**src/logic/ifasr_pkg.sv**
```systemverilog
// Constants and carrier types for the packet status register bank
// Assumes a byte-wide register port and packet fields on the system clock
package ifasr_pkg;

   // ==========================================================
   // Register offsets
   localparam logic [7:0] ADDR_PKT_DETECTED = 8'h5A;
   localparam logic [7:0] ADDR_WORD_LENGTH = 8'h62;
   localparam logic [7:0] ADDR_TS_HIGH = 8'h7B;
   localparam logic [7:0] ADDR_TS_MID = 8'h7C;
   localparam logic [7:0] ADDR_TS_LOW_N_HIGH = 8'h7D;
   localparam logic [7:0] ADDR_N_MID = 8'h7E;
   localparam logic [7:0] ADDR_N_LOW = 8'h7F;
   localparam logic [7:0] ADDR_VI_VERSION = 8'h80;
   localparam logic [7:0] ADDR_VI_FORMAT = 8'h81;
   localparam logic [7:0] ADDR_VI_COLOUR = 8'h82;

   // ==========================================================
   // Field positions and widths
   localparam int PKT_TYPES = 7;
   localparam int WORD_LEN_W = 4;
   localparam int REGEN_W = 20;
   localparam int BYTE_W = 8;
   localparam int PKT_AVI_BIT = 0;
   localparam int TS_HIGH_LSB = 12;
   localparam int TS_MID_LSB = 4;
   localparam int TS_LOW_MSB = 3;
   localparam int N_HIGH_LSB = 16;
   localparam int N_MID_LSB = 8;
   localparam int NIBBLE_W = 4;
   localparam int REGEN_LANES = 5;
   localparam int LANE_IDX_W = 3;
   localparam int FIELD2_W = 2;
   localparam int VI_COLOUR_FMT_LSB = 5;
   localparam int VI_AF_BIT = 4;
   localparam int VI_BAR_LSB = 2;
   localparam int VI_SCAN_LSB = 0;
   localparam int VI_COLORIMETRY_LSB = 6;
   localparam int VI_PIC_ASPECT_LSB = 4;
   localparam int VI_ACT_ASPECT_W = 4;
   localparam logic [3:0] WORD_LEN_PAD = 4'h0;
   localparam logic BIT_ZERO = 1'b0;
   // Colour format [6:5], AF present 4, bars [3:2], scan [1:0]
   localparam logic [7:0] VI_FORMAT_MASK = 8'h7F;

   // ==========================================================
   // Reset values
   localparam logic [7:0] BYTE_ZERO = 8'h00;
   localparam logic [6:0] PKT_NONE = 7'h00;
   localparam logic [3:0] WORD_LEN_UNSPEC = 4'h0;

   // ==========================================================
   // Word length codes
   localparam logic [3:0] WL_16 = 4'h4;
   localparam logic [3:0] WL_24 = 4'hD;

   // ==========================================================
   // Carrier types
   typedef struct packed {
      logic [19:0] timeStamp;
      logic [19:0] regenValue;
   } ifasr_regen_t;

   typedef struct packed {
      logic [7:0] version;
      logic [7:0] format;
      logic [7:0] colourAspect;
   } ifasr_video_info_t;

   typedef struct packed {
      logic [7:0] addr;
      logic [7:0] wrData;
      logic wrStrobe;
      logic rdStrobe;
   } ifasr_bus_req_t;

endpackage : ifasr_pkg

```
**src/logic/ifasr_capture.sv**
```systemverilog
// Holding register loaded from a received packet field
// Assumes load pulses and data come from logic on the same clock
`timescale 1ns/1ps
module ifasr_capture
   import ifasr_pkg::*;
#(
   parameter int WIDTH = 8
)
(
   input wire logic clk_sys,
   input wire logic rstSync_n,
   input wire logic load,
   input wire logic [WIDTH-1:0] dataIn,
   output logic [WIDTH-1:0] dataOut
);

   // ==========================================================
   // Capture
   always_ff @(posedge clk_sys or negedge rstSync_n)
   begin
      if (!rstSync_n)
      begin
         dataOut <= '0;
      end
      else if (load)
      begin
         dataOut <= dataIn;
      end
   end

endmodule : ifasr_capture

```
**src/logic/ifasr_status_regs.sv**
```systemverilog
// Read-only status bank for received audio and video packet fields
// Assumes a packet decoder on clk_sys and a host on the plain register port
// Read data stands for the one cycle after the read strobe, zero otherwise
`timescale 1ns/1ps
module ifasr_status_regs
   import ifasr_pkg::*;
(
   input wire logic clk_sys,
   input wire logic nrst,
   input wire ifasr_bus_req_t busReq,
   output logic [7:0] rdData,
   input wire logic clockLost,
   input wire logic [6:0] pktArrived,
   input wire logic chanStatusStrobe,
   input wire logic [3:0] wordLengthIn,
   input wire logic regenStrobe,
   input wire ifasr_regen_t regenIn,
   input wire ifasr_video_info_t videoInfoIn,
   output logic [6:0] pktDetected
);

   // ==========================================================
   // Reset release
   logic rstMeta_reg;
   logic rstSync_reg;

   always_ff @(posedge clk_sys or negedge nrst)
   begin
      if (!nrst)
      begin
         rstMeta_reg <= 1'b0;
         rstSync_reg <= 1'b0;
      end
      else
      begin
         rstMeta_reg <= 1'b1;
         rstSync_reg <= rstMeta_reg;
      end
   end

   // ==========================================================
   // Packet detected flags
   logic [6:0] pktDetected_reg;
   logic [6:0] pktDetected_next;

   genvar gi;
   generate
      for (gi = 0; gi < PKT_TYPES; gi++)
      begin : g_pkt
         always_comb
         begin
            if (pktArrived[gi])
            begin
               pktDetected_next[gi] = 1'b1;
            end
            else if (clockLost)
            begin
               pktDetected_next[gi] = 1'b0;
            end
            else
            begin
               pktDetected_next[gi] = pktDetected_reg[gi];
            end
         end
      end
   endgenerate

   always_ff @(posedge clk_sys or negedge rstSync_reg)
   begin
      if (!rstSync_reg)
      begin
         pktDetected_reg <= PKT_NONE;
      end
      else
      begin
         pktDetected_reg <= pktDetected_next;
      end
   end

   assign pktDetected = pktDetected_reg;

   // ==========================================================
   // Field captures
   logic [3:0] wordLength_reg;
   logic [REGEN_W-1:0] timeStamp_reg;
   logic [REGEN_W-1:0] regenValue_reg;
   logic [7:0] viVersion_reg;
   logic [7:0] viFormat_reg;
   logic [7:0] viColour_reg;
   logic viLoad;

   assign viLoad = pktArrived[PKT_AVI_BIT];

   ifasr_capture #(.WIDTH(WORD_LEN_W)) u_word_length
   (
      .clk_sys(clk_sys),
      .rstSync_n(rstSync_reg),
      .load(chanStatusStrobe),
      .dataIn(wordLengthIn),
      .dataOut(wordLength_reg)
   );

   ifasr_capture #(.WIDTH(REGEN_W)) u_time_stamp
   (
      .clk_sys(clk_sys),
      .rstSync_n(rstSync_reg),
      .load(regenStrobe),
      .dataIn(regenIn.timeStamp),
      .dataOut(timeStamp_reg)
   );

   ifasr_capture #(.WIDTH(REGEN_W)) u_regen_value
   (
      .clk_sys(clk_sys),
      .rstSync_n(rstSync_reg),
      .load(regenStrobe),
      .dataIn(regenIn.regenValue),
      .dataOut(regenValue_reg)
   );

   ifasr_capture #(.WIDTH(BYTE_W)) u_vi_version
   (
      .clk_sys(clk_sys),
      .rstSync_n(rstSync_reg),
      .load(viLoad),
      .dataIn(videoInfoIn.version),
      .dataOut(viVersion_reg)
   );

   ifasr_capture #(.WIDTH(BYTE_W)) u_vi_format
   (
      .clk_sys(clk_sys),
      .rstSync_n(rstSync_reg),
      .load(viLoad),
      .dataIn(videoInfoIn.format),
      .dataOut(viFormat_reg)
   );

   ifasr_capture #(.WIDTH(BYTE_W)) u_vi_colour
   (
      .clk_sys(clk_sys),
      .rstSync_n(rstSync_reg),
      .load(viLoad),
      .dataIn(videoInfoIn.colourAspect),
      .dataOut(viColour_reg)
   );

   // ==========================================================
   // Video information fields
   logic [1:0] colourFormat;
   logic afPresent;
   logic [1:0] barInfo;
   logic [1:0] scanInfo;
   logic [1:0] colorimetry;
   logic [1:0] pictureAspect;
   logic [3:0] activeAspect;

   always_comb
   begin
      colourFormat = viFormat_reg[VI_COLOUR_FMT_LSB +: FIELD2_W];
   end

   always_comb
   begin
      afPresent = viFormat_reg[VI_AF_BIT];
   end

   always_comb
   begin
      barInfo = viFormat_reg[VI_BAR_LSB +: FIELD2_W];
   end

   always_comb
   begin
      scanInfo = viFormat_reg[VI_SCAN_LSB +: FIELD2_W];
   end

   always_comb
   begin
      colorimetry = viColour_reg[VI_COLORIMETRY_LSB +: FIELD2_W];
   end

   always_comb
   begin
      pictureAspect = viColour_reg[VI_PIC_ASPECT_LSB +: FIELD2_W];
   end

   always_comb
   begin
      activeAspect = viColour_reg[VI_ACT_ASPECT_W-1:0];
   end

   // ==========================================================
   // Location views
   logic [7:0] pktView;
   logic [7:0] wordLengthView;
   logic [7:0] versionView;
   logic [7:0] formatView;
   logic [7:0] colourView;

   always_comb
   begin
      pktView = {BIT_ZERO, pktDetected_reg};
   end

   always_comb
   begin
      wordLengthView = {WORD_LEN_PAD, wordLength_reg};
   end

   always_comb
   begin
      versionView = viVersion_reg;
   end

   // Bit 7 of the format byte reads zero
   always_comb
   begin
      formatView = {BIT_ZERO, colourFormat, afPresent, barInfo, scanInfo};
   end

   always_comb
   begin
      colourView = {colorimetry, pictureAspect, activeAspect};
   end

   // ==========================================================
   // Regeneration byte lanes, most significant lane first
   logic [2*REGEN_W-1:0] regenWord;
   logic [7:0] regenLane [REGEN_LANES];
   logic [7:0] laneOffset;
   logic [LANE_IDX_W-1:0] laneIndex;

   assign regenWord = {timeStamp_reg, regenValue_reg};
   assign laneOffset = busReq.addr - ADDR_TS_HIGH;
   assign laneIndex = laneOffset[LANE_IDX_W-1:0];

   genvar gl;
   generate
      for (gl = 0; gl < REGEN_LANES; gl++)
      begin : g_lane
         assign regenLane[gl] = regenWord[(REGEN_LANES-1-gl)*BYTE_W +: BYTE_W];
      end
   endgenerate

   // ==========================================================
   // Read port
   logic [7:0] rdData_reg;
   logic [7:0] rdData_next;

   always_comb
   begin
      rdData_next = BYTE_ZERO;
      case (busReq.addr)
         ADDR_PKT_DETECTED: rdData_next = pktView;
         ADDR_WORD_LENGTH: rdData_next = wordLengthView;
         ADDR_TS_HIGH,
         ADDR_TS_MID,
         ADDR_TS_LOW_N_HIGH,
         ADDR_N_MID,
         ADDR_N_LOW:
         begin
            rdData_next = regenLane[laneIndex];
         end
         ADDR_VI_VERSION: rdData_next = versionView;
         ADDR_VI_FORMAT: rdData_next = formatView;
         ADDR_VI_COLOUR: rdData_next = colourView;
         default: rdData_next = BYTE_ZERO;
      endcase
   end

   // Writes are never decoded; reads change no state
   always_ff @(posedge clk_sys or negedge rstSync_reg)
   begin
      if (!rstSync_reg)
      begin
         rdData_reg <= BYTE_ZERO;
      end
      else if (busReq.rdStrobe)
      begin
         rdData_reg <= rdData_next;
      end
      else
      begin
         rdData_reg <= BYTE_ZERO;
      end
   end

   assign rdData = rdData_reg;

endmodule : ifasr_status_regs

```
**config.mk**
```make
export PLATFORM = sky130hd
export DESIGN_NAME = ifasr_status_regs
export DESIGN_NICKNAME = d
export VERILOG_FILES = /design/src/logic/ifasr_pkg.sv /design/src/logic/ifasr_capture.sv /design/src/logic/ifasr_status_regs.sv
export SDC_FILE = /design/constraint.sdc
export NUM_CORES = 1
export LEC_CHECK = 0
export BUFFER_PORTS_ARGS = -buffer_cell sky130_fd_sc_hd__buf_2
export CAP_MARGIN = 25
export CORE_UTILIZATION = 45
export CTS_CLUSTER_DIAMETER = 80
export DETAILED_ROUTE_END_ITERATION = 8
export PLACE_DENSITY_LB_ADDON = 0.12
export SLEW_MARGIN = 20
export SYNTH_ARGS = -nofsm -noshare
export SYNTH_HDL_FRONTEND = slang
export SYNTH_HIERARCHICAL = 1
export SYNTH_SLANG_ARGS = --single-unit
```
**constraint.sdc**
```tcl
create_clock -name clk_sys -period 3.1 [get_ports clk_sys]
set_input_delay 0.155 -clock clk_sys [delete_from_list [all_inputs] [get_ports clk_sys]]
set_output_delay 0.155 -clock clk_sys [all_outputs]
set_load 0.03 [all_outputs]
```
==> run summary <==
OUTCOME
--------------------------------------------------------------------------------
Result of the run                                                   complete, but fails checks
Violations in the final reports                                              DRC

FLOORPLAN
--------------------------------------------------------------------------------
Number of top-level pins                                                     113
Core region area                                                        8810 um2
Starting density of the core                                               47.0%
Die area                                                                9590 um2
Die Width                                                                97.9 um
Chip Height                                                              97.9 um
Placement row count                                                           34

CELLS AND AREA
--------------------------------------------------------------------------------
Antenna diode instance count                                                   0
Registers with the most flip-flops                                  u_regen_value/dataOut x20, u_time_stamp/dataOut x20
Layout area overhead                                                       19.5%
Area of the multi-input gates                                           1880 um2
Filler instances                                                             756
Sequential cell area                                                    2110 um2
Number of nets in the layout                                                 488
Layout cells sized above 1                                                 49.4%

WORST SETUP PATH
--------------------------------------------------------------------------------
Largest fanout on the critical path                                           15
Cell count of the worst reg-to-reg path                                        4
Arrival time at the worst endpoint                                       2240 ps
CP Capture Type                                                         register
Sequence of cells on the critical path                              buf_2 > inv_1 > ha_1 > o31a_1 > o211a_1 > o41ai_4 > a41oi_1
CP max stage cell                                                        o41ai_4
Flop2flop setup slack                                                    1810 ps
Cell family contributing the most delay on the critical path        compound AO/OA/AOI/OAI gates
Type of the setup path with the least slack                         primary input to register
Maximum single-stage delay on the critical path                           580 ps
Sort of element at the start of the critical path                   primary input
Number of logic stages on the critical path including buffering                7
Data required time of the worst path                                     3310 ps
Total buffers and inverters traversed by the critical path                     2

PWR
--------------------------------------------------------------------------------
Worst vdd ir                                                              326 uV
Portion of total power attributed to combinational logic                   15.8%
Pwr dens                                                              488 nW/um2
Cell internal pwr                                                        1.79 mW
Fraction of power spent switching nets                                     25.6%
Leak pwr                                                                 2.46 nW
Relative contribution of the clock network to total power                  31.9%
Overall Power                                                            2.41 mW
Sequential share of power                                                  52.3%
Net Sw Power                                                              618 uW

CTS
--------------------------------------------------------------------------------
Root Driver                                                             clkbuf_8
Post-CTS setup buffer count                                                    0
Clock buffer count from CTS                                                    9
Insertion delay of the later-clocked pin in the worst-skew pair           350 ps
Clock-pin slew on the worst setup and hold paths                           80 ps
H-tree depth reported by CTS                                                   3
Number of clock sinks                                                         84
Number of resized instances in the post-cts repair step                        0
Number of hold buffers added after cts                                         7
Maximum root-to-sink buffer count                                              2
TritonCTS clock tree                                                         yes

GRT
--------------------------------------------------------------------------------
Pin count of the biggest net entering global routing                          83
Global route overflow                                                          0
GR Util All Layers                                                         19.4%
Wire length of the first global-routing pass                            14300 um
Via count of the first global-routing pass                                  2681
Number of antenna violations at the first check in global routing              0

TIMING
--------------------------------------------------------------------------------
Clock period minus worst slack                                           2030 ps
Headroom to the max-slew limit                                             47.2%
Setup repair after global routing missed its margin                           no
Final Cycle Share                                                          65.5%
Final Max Tran Viols                                                           0
Worst slack on hold paths                                                26.0 ps
Worst setup skew after layout                                            8.49 ps
Top achievable clock speed                                               493 MHz
Final setup violation count                                                    0
Setup tns final                                                             0 ps
Count of final hold-check violations                                           0
Transition at the pin with the smallest max-transition slack              792 ps

DETAILED ROUTING
--------------------------------------------------------------------------------
Via total after detailed routing                                            2632
Initial DRT Pass Iterations                                                    6
Vias per cell                                                               5.27
Iter 0 DRT Violations                                                        122
Detailed-route DRC error count                                                 6
Average wire length per cell after detail routing                        17.5 um
Number of nets with antenna violations after detailed routing                  0
Detailed Route WL                                                        8750 um

SYNTHESIS
--------------------------------------------------------------------------------
Area of the mapped netlist                                              4140 um2
Synthesized netlist net count                                                386
YS warnings                                                                    6
Synth Instances                                                              284
Post-Synthesis Mean Instance Area                                       14.6 um2

MIN PATH
--------------------------------------------------------------------------------
Worst Hold Path Cells                                                          2
Hold crit path type                                                 primary input to register

PLACE
--------------------------------------------------------------------------------
Half-perimeter wire length of the detailed placement result              6230 um
Routability-driven placement congestion ratio                              0.802
Count of port buffers added during placement                                 102

JOB
--------------------------------------------------------------------------------
Max-capacitance violation count                                                0

-- layout make-up --
cell class | instances | share of cell area, %
flip-flops and latches | 84 | 42.6
clock inverters | 5 | 1.26
multi-input cells | 175 | 38.0
clock buffers | 11 | 2.66
repair buffers | 113 | 12.6
inverters | 3 | 0.228
well taps | 108 | 2.73
-- layer usage --
metal / wire [um] / vias up / track usage, %
met2: 3920 / 73 / 28.9
li1: - / 1268 / -
met3: 531 / 9 / 4.51
met1: 4190 / 1282 / 28.1
met5: 0 / - / 0
met4: 106 / 0 / 5.59
-- power by group through the flow --
stage,clock network (mW),registers (mW),logic (mW)
6_report,0.770,1.26,0.381
5_1_grt,0.839,1.27,0.414
4_1_cts,0.793,1.27,0.372
3_5_place_dp,0,1.29,0.364
3_3_place_gp,0,1.29,0.358
2_1_floorplan,0,1.28,0.259
-- stage by stage --
step           worst slack [ps]  util, %  cell area, um2  cells
2_1_floorplan               587        -            4140    284
3_3_place_gp                754     53.0            4660    475
3_5_place_dp                700     53.0            4660    475
4_1_cts                    1080     56.0            4930    498
5_1_grt                     858     56.2            4950    499
6_report                   1070     56.2            4950    499
-- layout by cell type (no fill, tap or decap), types with 2 or more instances in the layout --
| master | n |
|---|---|
| mux2_2 | 4 |
| mux2_4 | 63 |
| clkbuf_8 | 9 |
| clkbuf_1 | 2 |
| o31ai_1 | 8 |
| and4b_1 | 10 |
| nand2_1 | 5 |
| clkinv_4 | 2 |
| buf_4 | 3 |
| a21oi_1 | 6 |
| nor3_1 | 9 |
| mux2i_1 | 16 |
| a22oi_1 | 4 |
| dlygate4sd3_1 | 7 |
| ha_1 | 4 |
| a41oi_1 | 4 |
| a21o_1 | 7 |
| nor4_1 | 3 |
| a222oi_1 | 3 |
| nand3_1 | 4 |
| clkinvlp_4 | 2 |
| dfrtp_1 | 83 |
| nor3b_1 | 8 |
| a22o_1 | 4 |
| buf_2 | 102 |
| inv_1 | 3 |
-- worst paths after layout --
| check | startpoint | end |
|---|---|---|
| min reg2reg | rstSync_reg | u_vi_version/dataOut[6] |
| min | regenIn[31] | u_time_stamp/dataOut[11] |
| max | busReq[10] | rdData[1] |
| max reg2reg | u_vi_colour/dataOut[5] | rdData[5] |
| min in group asynchronous | nrst | rstSync_reg |
| max in group asynchronous | rstSync_reg | u_time_stamp/dataOut[5] |
Power figures use the tool's default switching activity.
